[src/hdl/burst_master_pkg.sv]
package burst_master_pkg;
    localparam int DATA_W  = 32;
    localparam int STRB_W  = DATA_W / 8;
    localparam int ADDR_W  = 32;
    localparam int ID_W    = 4;
    localparam int LEN_W   = 8;
    localparam int RESP_W  = 2;
    localparam int FIFO_D  = 16;
    localparam int OUTS_W  = 5;
    localparam logic [OUTS_W-1:0] OUTS_MAX  = 5'h10;
    localparam logic [OUTS_W-1:0] OUTS_ZERO = 5'h00;
    localparam logic [OUTS_W-1:0] OUTS_ONE  = 5'h01;
    localparam logic [LEN_W-1:0]  LEN_ZERO  = 8'h00;
    localparam logic [LEN_W-1:0]  LEN_ONE   = 8'h01;

    typedef struct packed {
        logic [ID_W-1:0]   id;
        logic [ADDR_W-1:0] addr;
        logic [LEN_W-1:0]  len;
        logic [2:0]        size;
        logic [1:0]        burst;
    } addr_t;

    typedef struct packed {
        logic [DATA_W-1:0] data;
        logic [STRB_W-1:0] strb;
    } wbeat_t;

    typedef struct packed {
        logic [DATA_W-1:0] data;
        logic [STRB_W-1:0] strb;
        logic              last;
    } wdat_t;

    typedef struct packed {
        logic [ID_W-1:0]   id;
        logic [DATA_W-1:0] data;
        logic [RESP_W-1:0] resp;
        logic              last;
    } rdat_t;

    typedef struct packed {
        logic [ID_W-1:0]   id;
        logic [RESP_W-1:0] resp;
    } bresp_t;
endpackage : burst_master_pkg

[src/hdl/burst_master.sv]
module sync_fifo #(
    parameter int WIDTH = 8,
    parameter int DEPTH = 16
) (
    input  wire logic             core_clk,
    input  wire logic             sys_rst,
    input  wire logic             inValid,
    output logic                  inReady,
    input  wire logic [WIDTH-1:0] inData,
    output logic                  outValid,
    input  wire logic             outReady,
    output logic      [WIDTH-1:0] outData
);
    localparam int AW = $clog2(DEPTH);
    logic [WIDTH-1:0] mem_r [DEPTH];
    logic [AW-1:0]    wrPtr_r;
    logic [AW-1:0]    rdPtr_r;
    logic [AW:0]      count_r;
    logic             push;
    logic             pop;
    logic [AW:0]      count_nxt;

    // the full mark needs AW+1 bits: DEPTH cut to AW bits would read as empty
    assign inReady  = (count_r != (AW+1)'(DEPTH));
    assign outValid = (count_r != '0);
    assign outData  = mem_r[rdPtr_r];
    assign push     = inValid && inReady;
    assign pop      = outValid && outReady;

    always_comb begin
        count_nxt = count_r;
        case ({push, pop})
            2'h2:    count_nxt = count_r + (AW+1)'(1);
            2'h1:    count_nxt = count_r - (AW+1)'(1);
            default: count_nxt = count_r;
        endcase
    end

    always_ff @(posedge core_clk) begin
        if (push) begin
            mem_r[wrPtr_r] <= inData;
        end
    end

    always_ff @(posedge core_clk or posedge sys_rst) begin
        if (sys_rst) begin
            wrPtr_r <= '0;
            rdPtr_r <= '0;
            count_r <= '0;
        end else begin
            if (push) begin
                wrPtr_r <= (wrPtr_r == AW'(DEPTH - 1)) ? '0 : wrPtr_r + AW'(1);
            end
            if (pop) begin
                rdPtr_r <= (rdPtr_r == AW'(DEPTH - 1)) ? '0 : rdPtr_r + AW'(1);
            end
            count_r <= count_nxt;
        end
    end
endmodule : sync_fifo

module reg_slice #(
    parameter int WIDTH = 8
) (
    input  wire logic             core_clk,
    input  wire logic             sys_rst,
    input  wire logic             inValid,
    output logic                  inReady,
    input  wire logic [WIDTH-1:0] inData,
    output logic                  outValid,
    input  wire logic             outReady,
    output logic      [WIDTH-1:0] outData
);
    // one stage, one cycle of latency; refills in the cycle it drains
    logic             full_r;
    logic [WIDTH-1:0] data_r;

    assign inReady  = !full_r || outReady;
    assign outValid = full_r;
    assign outData  = data_r;

    always_ff @(posedge core_clk or posedge sys_rst) begin
        if (sys_rst) begin
            full_r <= 1'b0;
        end else if (inReady) begin
            full_r <= inValid;
        end
    end

    always_ff @(posedge core_clk) begin
        if (inValid && inReady) begin
            data_r <= inData;
        end
    end
endmodule : reg_slice

module burst_master (
    input  wire logic                           core_clk,
    input  wire logic                           sys_rst,
    // user: write command
    input  wire logic                           wrCmdValid,
    output logic                                wrCmdReady,
    input  wire burst_master_pkg::addr_t        wrCmd,
    // user: write beats, counted against the command's length
    input  wire logic                           wrBeatValid,
    output logic                                wrBeatReady,
    input  wire burst_master_pkg::wbeat_t       wrBeat,
    // user: write completions
    output logic                                wrDoneValid,
    input  wire logic                           wrDoneReady,
    output burst_master_pkg::bresp_t            wrDone,
    // user: read command
    input  wire logic                           rdCmdValid,
    output logic                                rdCmdReady,
    input  wire burst_master_pkg::addr_t        rdCmd,
    // user: read beats
    output logic                                rdBeatValid,
    input  wire logic                           rdBeatReady,
    output burst_master_pkg::rdat_t             rdBeat,
    output logic [burst_master_pkg::OUTS_W-1:0] wrOutstanding,
    output logic [burst_master_pkg::OUTS_W-1:0] rdOutstanding,
    // bus side
    output logic                                busResetN,
    output logic                                awValid,
    input  wire logic                           awReady,
    output burst_master_pkg::addr_t             awInfo,
    output logic                                wValid,
    input  wire logic                           wReady,
    output burst_master_pkg::wdat_t             wInfo,
    input  wire logic                           bValid,
    output logic                                bReady,
    input  wire burst_master_pkg::bresp_t       bInfo,
    output logic                                arValid,
    input  wire logic                           arReady,
    output burst_master_pkg::addr_t             arInfo,
    input  wire logic                           rValid,
    output logic                                rReady,
    input  wire burst_master_pkg::rdat_t        rInfo
);
    // length queue: one entry per accepted write command, sets beat count per burst
    logic [burst_master_pkg::LEN_W-1:0] lenQ_r [burst_master_pkg::FIFO_D];
    logic [3:0]                         lenWr_r;
    logic [3:0]                         lenRd_r;
    logic [burst_master_pkg::OUTS_W-1:0] lenCnt_r;
    logic [burst_master_pkg::LEN_W-1:0] beatCnt_r;
    logic                               fifoInValid;
    logic                               fifoInReady;
    burst_master_pkg::wdat_t            fifoIn;
    logic                               awFire;
    logic                               wPush;
    logic                               lenPop;
    logic                               lastBeat;
    logic                               arFire;
    logic                               bFire;
    logic                               rEndFire;
    logic [burst_master_pkg::OUTS_W-1:0] wrOpen_nxt;
    logic [burst_master_pkg::OUTS_W-1:0] rdOpen_nxt;
    logic [burst_master_pkg::OUTS_W-1:0] lenCnt_nxt;
    logic [burst_master_pkg::LEN_W-1:0] beatCnt_nxt;

    assign busResetN = ~sys_rst;

    // address channels: stalls are direct, payload stable since user holds it
    assign awValid    = wrCmdValid && (wrOutstanding != burst_master_pkg::OUTS_MAX)
                        && (lenCnt_r != burst_master_pkg::OUTS_MAX);
    assign awInfo     = wrCmd;
    assign wrCmdReady = awReady && awValid;
    assign awFire     = awValid && awReady;
    assign arValid    = rdCmdValid && (rdOutstanding != burst_master_pkg::OUTS_MAX);
    assign arInfo     = rdCmd;
    assign rdCmdReady = arReady && arValid;
    assign arFire     = arValid && arReady;

    // beats only go forward once a command gives their length; address may lead data
    assign lenPop      = wPush && lastBeat;
    assign lastBeat    = (beatCnt_r == lenQ_r[lenRd_r]);
    assign fifoInValid = wrBeatValid && (lenCnt_r != burst_master_pkg::OUTS_ZERO);
    assign wrBeatReady = fifoInReady && (lenCnt_r != burst_master_pkg::OUTS_ZERO);
    assign wPush       = fifoInValid && fifoInReady;
    assign fifoIn      = '{data: wrBeat.data, strb: wrBeat.strb, last: lastBeat};

    // buffered write data, decoupled from responses
    sync_fifo #(
        .WIDTH ($bits(burst_master_pkg::wdat_t)),
        .DEPTH (burst_master_pkg::FIFO_D)
    ) wrDataFifo (
        .core_clk (core_clk),
        .sys_rst  (sys_rst),
        .inValid  (fifoInValid),
        .inReady  (fifoInReady),
        .inData   (fifoIn),
        .outValid (wValid),
        .outReady (wReady),
        .outData  (wInfo)
    );

    always_ff @(posedge core_clk) begin
        if (awFire) begin
            lenQ_r[lenWr_r] <= wrCmd.len;
        end
    end

    always_comb begin
        lenCnt_nxt = lenCnt_r;
        case ({awFire, lenPop})
            2'h2:    lenCnt_nxt = lenCnt_r + burst_master_pkg::OUTS_ONE;
            2'h1:    lenCnt_nxt = lenCnt_r - burst_master_pkg::OUTS_ONE;
            default: lenCnt_nxt = lenCnt_r;
        endcase
    end

    always_ff @(posedge core_clk or posedge sys_rst) begin
        if (sys_rst) begin
            lenWr_r  <= '0;
            lenRd_r  <= '0;
            lenCnt_r <= burst_master_pkg::OUTS_ZERO;
        end else begin
            if (awFire) begin
                lenWr_r <= lenWr_r + 4'h1;
            end
            if (lenPop) begin
                lenRd_r <= lenRd_r + 4'h1;
            end
            lenCnt_r <= lenCnt_nxt;
        end
    end

    always_comb begin
        beatCnt_nxt = beatCnt_r;
        if (wPush) begin
            beatCnt_nxt = lastBeat ? burst_master_pkg::LEN_ZERO
                                   : beatCnt_r + burst_master_pkg::LEN_ONE;
        end
    end

    always_ff @(posedge core_clk or posedge sys_rst) begin
        if (sys_rst) begin
            beatCnt_r <= burst_master_pkg::LEN_ZERO;
        end else begin
            beatCnt_r <= beatCnt_nxt;
        end
    end

    // responses reach the user through one slice each, any order of ids
    // slices add one cycle of latency; when full, the user's ready drives the bus ready directly
    reg_slice #(
        .WIDTH ($bits(burst_master_pkg::bresp_t))
    ) wrDoneSlice (
        .core_clk (core_clk),
        .sys_rst  (sys_rst),
        .inValid  (bValid),
        .inReady  (bReady),
        .inData   (bInfo),
        .outValid (wrDoneValid),
        .outReady (wrDoneReady),
        .outData  (wrDone)
    );

    reg_slice #(
        .WIDTH ($bits(burst_master_pkg::rdat_t))
    ) rdBeatSlice (
        .core_clk (core_clk),
        .sys_rst  (sys_rst),
        .inValid  (rValid),
        .inReady  (rReady),
        .inData   (rInfo),
        .outValid (rdBeatValid),
        .outReady (rdBeatReady),
        .outData  (rdBeat)
    );

    assign bFire       = bValid && bReady;
    assign rEndFire    = rValid && rReady && rInfo.last;

    always_comb begin
        wrOpen_nxt = wrOutstanding;
        case ({awFire, bFire})
            2'h2:    wrOpen_nxt = wrOutstanding + burst_master_pkg::OUTS_ONE;
            2'h1:    wrOpen_nxt = wrOutstanding - burst_master_pkg::OUTS_ONE;
            default: wrOpen_nxt = wrOutstanding;
        endcase
    end

    always_comb begin
        rdOpen_nxt = rdOutstanding;
        case ({arFire, rEndFire})
            2'h2:    rdOpen_nxt = rdOutstanding + burst_master_pkg::OUTS_ONE;
            2'h1:    rdOpen_nxt = rdOutstanding - burst_master_pkg::OUTS_ONE;
            default: rdOpen_nxt = rdOutstanding;
        endcase
    end

    // outstanding counters; one write retires per response, one read per last beat
    always_ff @(posedge core_clk or posedge sys_rst) begin
        if (sys_rst) begin
            wrOutstanding <= burst_master_pkg::OUTS_ZERO;
        end else begin
            wrOutstanding <= wrOpen_nxt;
        end
    end

    always_ff @(posedge core_clk or posedge sys_rst) begin
        if (sys_rst) begin
            rdOutstanding <= burst_master_pkg::OUTS_ZERO;
        end else begin
            rdOutstanding <= rdOpen_nxt;
        end
    end
endmodule : burst_master

[config.mk]
export PLATFORM = sky130hd
export DESIGN_NAME = burst_master
export DESIGN_NICKNAME = d
export VERILOG_FILES = /design/src/hdl/burst_master_pkg.sv /design/src/hdl/burst_master.sv
export SDC_FILE = /design/constraint.sdc
export NUM_CORES = 1
export LEC_CHECK = 0
export ABC_AREA = 1
export BUFFER_PORTS_ARGS = -buffer_cell sky130_fd_sc_hd__buf_2
export CAP_MARGIN = 10
export CORE_MARGIN = 4
export CORE_UTILIZATION = 55
export CTS_BUF_LIST = sky130_fd_sc_hd__clkbuf_4 sky130_fd_sc_hd__clkbuf_8
export CTS_CLUSTER_SIZE = 10
export DETAILED_ROUTE_END_ITERATION = 8
export HOLD_SLACK_MARGIN = 0.03
export PLACE_DENSITY = 0.79
export SYNTH_ARGS = -nofsm -noshare
export SYNTH_HDL_FRONTEND = slang
export SYNTH_SLANG_ARGS = --single-unit
[constraint.sdc]
create_clock -name core_clk -period 3.78 [get_ports core_clk]
set_input_delay 0.189 -clock core_clk [delete_from_list [all_inputs] [get_ports core_clk]]
set_output_delay 0.189 -clock core_clk [all_outputs]
set_load 0.03 [all_outputs]
# ---- After elaboration in Yosys (flattened, before gate mapping)
# Memory sizes are Yosys's and may differ from the RTL's.
# Cells that the tools add are included.
dict set report classes {
  addsub 13
  n_eq_ne 15
  mux 11
  bitwise 1
  reduce_logical 23
}
# op n
set ops {}
lappend ops {{$pmux W5 S2} 4}
lappend ops {{$add A5 B1 Y5 const B} 4}
lappend ops {{$ne A5 B5 Y1 const B} 4}
lappend ops {{$sub A5 B1 Y5 const B} 4}
lappend ops {{$add A4 B1 Y4 const B} 4}
lappend ops {{$logic_and A1 B1 Y1} 13}
lappend ops {{$reduce_bool A5 Y1} 2}
lappend ops {{$add A8 B1 Y8 const B} 1}
lappend ops {{$eq A2 B1 Y1 const B} 4}
lappend ops {{$eq A2 B2 Y1 const B} 4}
lappend ops {{$eq A4 B4 Y1 const B} 2}
lappend ops {{$eq A8 B8 Y1} 1}
lappend ops {{$mux W4} 2}
lappend ops {{$mux W8} 1}
lappend ops {{$reduce_bool A2 Y1} 4}
lappend ops {{$mux W1} 4}
lappend ops {{$logic_not A1 Y1} 2}
lappend ops {{$logic_or A1 B1 Y1} 2}
lappend ops {{$not A1 Y1} 1}
dict set report word_totals {
  reg_bits 91
  ramBits 720
  input_bits 191
  output_inout_bits 201
  elab_cells 78
  n_memories 2
}
# memory words word_bits read_ports rd_ports_with_merged_regs wr line_no
set memory_table {}
lappend memory_table {wrDataFifo.mem_r 16 37 1 0 1 burst_master.sv:15} ;# logic [WIDTH-1:0] mem_r [DEPTH];
lappend memory_table {lenQ_r 16 8 1 0 1 burst_master.sv:141} ;# logic [burst_master_pkg::LEN_W-1:0] lenQ_r [burst_master_pkg::FIFO_D];

# ---- Longest topological paths before layout
# Gate-level depths: netlist (run 1).
dict set report logic_depth {
  ltp_word 6
  depth_mapped 26
  mapped_depth_nobuf 23
}

# ---- Cells and area by module
# Synthesis (run 1) repeated with hierarchy kept, for this count alone.
dict set report hier_totals {
  hier_cells 3616
  area_unflattened_um2 36476.2
}
# module n_inst cells_per_inst area_each_um2 seq_area_each_um2
set modules_own_cells {}
lappend modules_own_cells {sync_fifo 1 2656 26656.8 18102.4}
lappend modules_own_cells {burst_master 1 901 8370.5 4619.4}
lappend modules_own_cells {{reg_slice (rdBeatSlice)} 1 46 1219.9 1196.1}
lappend modules_own_cells {{reg_slice (wrDoneSlice)} 1 13 229.0 205.2}

# ---- Worst setup path after synthesis (run 1)
# OpenSTA, ideal clock, no wires.
dict set report synth_timing {
  kind {register to register}
  startpoint {register lenCnt_r[0] in the netlist's numbering}
  endpoint {memory wrDataFifo.mem_r[7][0] in the netlist's numbering, enable pin}
  setup_time_ps 477
  arrival_time_ps 3606
  required_ps 3303
  slack_ps -303
  stages_incl_launch_ff 8
  n_path_buf 0
  period_less_slack_ps 4083
  path_cell_list {dfrtp_1 > inv_1 > nand4_1 > or2_2 > nand3_2 > clkinv_1 > nand2_1 > nor3_1}
}
dict set report synth_via {
  elab_chain_len 5
}
# item line_no
set synth_lines {}
lappend synth_lines {{start: declaration} burst_master.sv:144} ;# logic [burst_master_pkg::OUTS_W-1:0] lenCnt_r;
lappend synth_lines {{start signal: assignment} burst_master.sv:216} ;# lenCnt_r <= burst_master_pkg::OUTS_ZERO;
lappend synth_lines {{start signal: assignment} burst_master.sv:224} ;# lenCnt_r <= lenCnt_nxt;
lappend synth_lines {{$reduce_bool A5 Y1} burst_master.sv:177} ;# assign fifoInValid = wrBeatValid && (lenCnt_r != burst_master_pkg::OUTS_ZERO);
lappend synth_lines {{$logic_and A1 B1 Y1} burst_master.sv:177}
lappend synth_lines {{$logic_and A1 B1 Y1} burst_master.sv:27} ;# assign push = inValid && inReady;
lappend synth_lines {{$mux W1} burst_master.sv:40} ;# if (push) begin
lappend synth_lines {{$mux W1 (implied by the code)} burst_master.sv:41} ;# mem_r[wrPtr_r] <= inData;
lappend synth_lines {{end: declaration} burst_master.sv:15}
# No other way between the ends.

==> flow_metrics.tcl, run 1 <==
set metrics [dict create \
    status "complete, no violations" \
    grt_pass1_vias 21930 \
    synth.top_cell.area_share_pct 67.96 \
    slowest_stage "dfrtp_4" \
    pwr_density_cell_nw_per_um2 714.6 \
    required_ns 3.59 \
    antenna_found_initial 3 \
    p_leak_nw 14.75 \
    placedCellCount 3382 \
    layout.cells.non_filler 3725 \
    clk_pin_slew_ns 0.06 \
    syn_to_final_growth_pct 14.80 \
    peakVddDrop_mv 0.5288 \
    drt-initial-drc-count 2226 \
    worst-slew-pin-transition_ns 1.201 \
    die_area_um2 65480 \
    ys_seq_elements 811 \
    num_rows 90 \
    syn_nets 2788 \
    crit_fanout 43 \
    cts_made_buffers 134 \
    dr_total_vias 21550 \
    synthTopCellsByArea "edfxtp_1 68%, mux2i_1 4.4%, dfrtp_1 3.4%" \
    maxSlewViolCount 0 \
    synth-edff-count 765 \
    place_hpwl_mm 46.19 \
    cts_root_buffer "clkbuf_8" \
    clk_path_buf_depth 3 \
    die_y_um 255.9 \
    grt_max_degree 121 \
    setup_tns_ns 0 \
    initial_utilization_pct 55.79 \
    synth_top_flop_cell "edfxtp_1" \
    skew_ns 0.03082 \
    cts.htree.levels 4 \
    synth_area_um2 33800 \
    cts_tree "done" \
    grtUsageTotal_pct 24.35 \
    layout_worst_path_cycle_share_pct 89.98 \
    hold_start "wrCmdValid" \
    routed_via_density 5.786 \
    cpPeakStageDelay_ns 0.73 \
    post_cts_buffers 0 \
    drv_cap 0 \
    critical_path_class "register to primary output" \
    drc_errors 0 \
    cts_sinks 811 \
    synth_common_cells "765 x edfxtp_1, 302 x nand2_1, 249 x inv_1, 218 x o21ai_0, 168 x a21oi_1" \
    drive_gt1_share_pct 17.48 \
    synthArstFlopShare_pct 5.672 \
    finalHoldViolations 0 \
    finalCriticalPeriod_ns 3.401 \
    die_w_um 255.9 \
    portBuffers 211 \
    fmax_mhz 294.0 \
    rsz0062_at_grt "no" \
    first_pass_iters 7 \
    hold_class "input pin to register" \
    yosysWarnings 0 \
    yosysTopAreaCell "edfxtp_1" \
    cp.arrival_ns 3.21 \
    crit_path_end_kind "primary output" \
    ioPinCount 392 \
    grt-ovfl-total 0 \
    r2r_start "lenRd_r[2]$_DFFE_PP0P_" \
    synth.distinct_cells 37 \
    cp_cell_sequence "inv_4 > buf_4 > o21ai_0 > o211ai_1 > nand2_1 > buf_2" \
    grt_pass1_wl_mm 124.1 \
    place_congestion 0.9374 \
    netlist_instances 2566 \
    timing.critical_path.from "wrDataFifo.rdPtr_r[1]$_DFFE_PP0P_" \
    setup_viol 0 \
    core_um2 60580 \
    worstSkewPairLatency_ns 0.78 \
    nFillCells 4258 \
    syn_area_per_cell_um2 13.17 \
    avgRoutedWirePerCell_um 21.76 \
    startpoint_type "register" \
    ant_nets 0 \
    slew-limit-headroom_pct 19.81 \
    finalNetCount 3060 \
    drt_wl_total_mm 81.05 \
    synth-seq-area-share_pct 71.37 \
    synth.most_common_cell "edfxtp_1" \
]
[worst paths after layout]
path	endpoint	slack, ns	cells after the start
min in group asynchronous	wrDataFifo.count_r[4]$_DFFE_PP0P_	0.13	4
min	lenWr_r[0]$_DFFE_PP0P_	0.12	5
min reg2reg	rdOutstanding[4]$_DFFE_PP0P_	0.49	1
max	wInfo[23]	0.38	6
max reg2reg	lenCnt_r[4]$_DFFE_PP0P_	0.38	23
max in group asynchronous	wrDataFifo.rdPtr_r[1]$_DFFE_PP0P_	3.14	4
[layer usage]
metal / wire, µm / global-route usage (%) / part of all wire [%] / vias to the layer above
li1: - / - / - / 9680
met1: 31740 / 31.97 / 39 / 10580
met2: 39700 / 39.64 / 49 / 1082
met3: 7324 / 6.669 / 9.0 / 205
met4: 2244 / 8.350 / 2.8 / 6
met5: 53 / 0.3655 / 0.065 / -
[final cells by class]
cell class	count	area (µm²)	share of cell area [%]
multi-input combinational	1273	7542	19.44
timing repair buffer	362	2567	6.617
tap	782	978.4	2.522
sequential	811	24140	62.21
antenna	2	5.005	0.01290
clock buffer	177	2211	5.698
inverter	256	970.9	2.502
clock inverter	62	390.4	1.006
[stage by stage]
| stage | hold WS, ns | worst slack (ns) | instance area [µm²] | util, % | total power, mW |
|---|---|---|---|---|---|
| after floorplan | 0.2879 | 0.7026 | 33800 | - | 17.67 |
| after global placement | 0.3668 | 0.4354 | 35150 | 58.03 | 19.95 |
| after detailed placement | 0.3671 | 0.2483 | 35150 | 58.03 | 20.30 |
| after CTS | 0.04429 | 0.2464 | 38770 | 63.99 | 27.79 |
| after global routing | 0.08764 | 0.02673 | 38800 | 64.05 | 29.15 |
| final | 0.1199 | 0.3788 | 38800 | 64.05 | 27.73 |
[placed cells by master (no fill, tap or decap), drive strengths merged]
cell type	n
edfxtp	765
nand2	303
inv	264
buf	261
o21ai	219
clkbuf	177
a21oi	168
mux2i	148
o211ai	148
nand3	114
dlygate4sd3	101
nor2	98
dfrtp	46
clkinv	46
ha	27
xor2	12
nand4	6
clkinvlp	6
xnor2	5
or2	5
fa	4
nor4	3
a31oi	3
a211oi	3
diode	2
nand3b	2
bufinv	2
nor3	2
a31o	1
a21o	1
o31ai	1
[where the power goes]
part / switching [mW] / internal [mW]
registers: 0.612 / 10.8
clock network: 3.44 / 3.98
logic: 6.16 / 2.75
total: 10.2 / 17.5
[critical path: cells and delay by family (launching register included)]
family / cells / cell delay [ns]
DFF: 1 / 0.73
AOI/OAI and AO/OA: 2 / 0.42
buffers and inverters: 3 / 1.10
and+or+nand+nor: 1 / 0.17
[state kept, by name (all words and copies together), names as in the netlist, 5 cells and up]
register,cells
wrDataFifo.mem_r,592
lenQ_r,128
rdBeatSlice.outData,39
beatCnt_r,8
wrDoneSlice.outData,6
lenCnt_r,5
rdOutstanding,5
wrDataFifo.count_r,5
wrOutstanding,5
[logic make-up (layout without fill, tap and decap cells)]
kind of cell	count (synthesis)	after routing	synth area share (%)
AO/OA/AOI/OAI	544	544	9.210
XOR/XNOR	17	17	0.4405
adder cells (fa/ha/maj)	31	31	1.236
buffers and inverters	483	857	6.752
flip-flops	811	811	71.37
multiplexers	148	148	4.383
other	0	2	0
AND/OR/NAND/NOR	532	533	6.608
[what timing repair did]
item / CTS / global route
gates resized for setup: 0 / 9
endpoints found under the hold margin: 816 / 0
hold buffers: 101 / 0
endpoints found under the setup margin: 0 / 1
Note: power is estimated with default switching activity, not from simulation.
==> inputs of run 2 (changes only) <==
--- a/config.mk
+++ b/config.mk
@@ -8,7 +8,7 @@
 export ABC_AREA = 1
 export BUFFER_PORTS_ARGS = -buffer_cell sky130_fd_sc_hd__buf_2
 export CAP_MARGIN = 10
-export CORE_MARGIN = 4
+export CORE_MARGIN = 2
 export CORE_UTILIZATION = 55
 export CTS_BUF_LIST = sky130_fd_sc_hd__clkbuf_4 sky130_fd_sc_hd__clkbuf_8
 export CTS_CLUSTER_SIZE = 10
==> run 2 against run 1 <==
- clock-buffer cell count shrank 2
- wire length grew 1.5%
- via count is essentially flat
==> flow_metrics.tcl, run 2 (synthesized netlist as in run 1, its figures left out) <==
set metrics [dict create \
    drv_cap 0 \
    cts_tree "done" \
    grt_max_degree 151 \
    peakVddDrop_mv 0.6392 \
    hold_class "input pin to register" \
    p_leak_nw 14.82 \
    reg2reg_to "lenCnt_r[4]$_DFFE_PP0P_" \
    place_hpwl_mm 46.27 \
    critPathBufInv 3 \
    cpPeakStageDelay_ns 0.72 \
    maxSlewViolCount 0 \
    cp_cell_sequence "inv_2 > buf_4 > o211ai_1 > nand3_1 > nand2_1 > buf_2" \
    syn_to_final_growth_pct 15.22 \
    skew_ns 0.02811 \
    ioPinCount 392 \
    placedCellCount 3386 \
    layout_worst_path_cycle_share_pct 89.30 \
    grt-ovfl-total 0 \
    drt-initial-drc-count 2298 \
    setup_tns_ns 0 \
    avgRoutedWirePerCell_um 22.06 \
    slowest_stage "inv_2" \
    crit_family "buffers and inverters" \
    grt_pass1_vias 21620 \
    status "complete, no violations" \
    drc_errors 0 \
    drive_gt1_share_pct 17.45 \
    top_register "wrDataFifo.mem_r" \
    r2r_cells 19 \
    first_pass_iters 5 \
    crit_fanout 43 \
    die_w_um 251.9 \
    routed_via_density 5.776 \
    ant_nets 0 \
    layout.cells.non_filler 3731 \
    hold_start "bInfo[4]" \
    largest_reg_flops 592 \
    grt_pass1_wl_mm 123.4 \
    portBuffers 211 \
    cts_resized 0 \
    worst-slew-pin-transition_ns 1.167 \
    cp.arrival_ns 3.19 \
    place_congestion 0.9198 \
    core_um2 60580 \
    final_cell_mix "765 x edfxtp_1, 302 x nand2_1, 246 x inv_1, 218 x o21ai_0, 211 x buf_2" \
    fmax_mhz 296.3 \
    drt_wl_total_mm 82.31 \
    critical_path_class "register to primary output" \
    cts_root_buffer "clkbuf_8" \
    crit_path_end_kind "primary output" \
    clk_path_buf_depth 3 \
    hold_path_end "wrDoneSlice.outData[4]$_DFFE_PP_" \
    antenna_found_initial 5 \
    grtUsageTotal_pct 25.84 \
    finalNetCount 3059 \
    startpoint_type "register" \
    worstSkewPairLatency_ns 0.79 \
    finalHoldViolations 0 \
    pwr_density_cell_nw_per_um2 718.1 \
    clk_pin_slew_ns 0.06 \
    crit_cells 6 \
    cts_sinks 811 \
    hold_depth 2 \
    initial_utilization_pct 55.79 \
    finalCriticalPeriod_ns 3.375 \
    r2r_slack_ns 0.42 \
    r2r_start "lenRd_r[1]$_DFFE_PP0P_" \
    slew-limit-headroom_pct 22.09 \
    cts_made_buffers 130 \
    rsz0062_at_grt "no" \
    required_ns 3.59 \
    setup_viol 0 \
    final_common_cell "edfxtp_1" \
    die_area_um2 63450 \
    dr_total_vias 21550 \
    num_rows 90 \
    die_y_um 251.9 \
    cts.htree.levels 4 \
    nFillCells 4281 \
]
## run 2: per-stage QoR
stage                     utilization [%]  hold WS, ns  power, mW  setup slack (ns)  instance area, µm²
after floorplan                         -       0.2879      17.67            0.7026               33800
after global placement              58.22       0.3666      20.00            0.5875               35270
after detailed placement            58.22       0.3671      20.35            0.4535               35270
after CTS                           64.26      0.04334      27.99            0.4065               38930
after global routing                64.28      0.08269      29.26           0.02559               38940
final                               64.28       0.1159      27.96            0.4046               38940
## run 2: worst max-delay path by stage
stage / startpoint / to / slack, ns
after floorplan: lenCnt_r[0]$_DFFE_PP0P_ / wrDataFifo.mem_r[11][0]$_DFFE_PP_ / 0.70
after global placement: lenRd_r[1]$_DFFE_PP0P_ / lenCnt_r[4]$_DFFE_PP0P_ / 0.59
after detailed placement: lenRd_r[1]$_DFFE_PP0P_ / lenCnt_r[4]$_DFFE_PP0P_ / 0.45
after CTS: wrDataFifo.rdPtr_r[2]$_DFFE_PP0P_ / wInfo[24] / 0.41
after global routing: lenRd_r[1]$_DFFE_PP0P_ / lenCnt_r[4]$_DFFE_PP0P_ / 0.03
final: wrDataFifo.rdPtr_r[2]$_DFFE_PP0P_ / wInfo[24] / 0.40
## run 2: area by class of cell
| class | count | area [µm²] | share of cell area (%) |
|---|---|---|---|
| antenna | 4 | 10.01 | 0.02570 |
| clock buffer | 175 | 2165 | 5.558 |
| clock inverter | 65 | 486.7 | 1.250 |
| inverter | 256 | 963.4 | 2.474 |
| multi-input combinational | 1272 | 7518 | 19.31 |
| sequential | 811 | 24140 | 61.98 |
| tap | 782 | 978.4 | 2.512 |
| timing repair buffer | 366 | 2685 | 6.895 |
## run 2: timing repair
action                                  in CTS  in global routing
endpoints found under the hold margin      818                  0
hold buffers                               101                  0
endpoints found under the setup margin       0                  0
buffers inserted                             0                  0
## run 2: worst reg2reg max path: cells and delay by family, from the launching register on
kind	cells	cell delay, ns
and+or+nand+nor	11	1.21
buffers and inverters	3	0.58
AOI/OAI and AO/OA	2	0.19
adders and majority gates	2	0.64
DFF	1	0.49
xor gates and xnor gates	1	0.14
## run 2: where the power goes
group          switching [mW]  internal, mW  total, mW
registers               0.557          10.8       11.3
logic                    6.21          2.81       9.02
clock network            3.49          4.12       7.61
## run 2: per-layer routing
| metal | share of wire, % | track usage [%] | vias up |
|---|---|---|---|
| li1 | - | - | 9678 |
| met1 | 40 | 34.34 | 10520 |
| met2 | 48 | 41.49 | 1149 |
| met3 | 9.7 | 6.768 | 196 |
| met4 | 2.6 | 9.180 | 6 |
| met5 | 0.083 | 0.4633 | - |
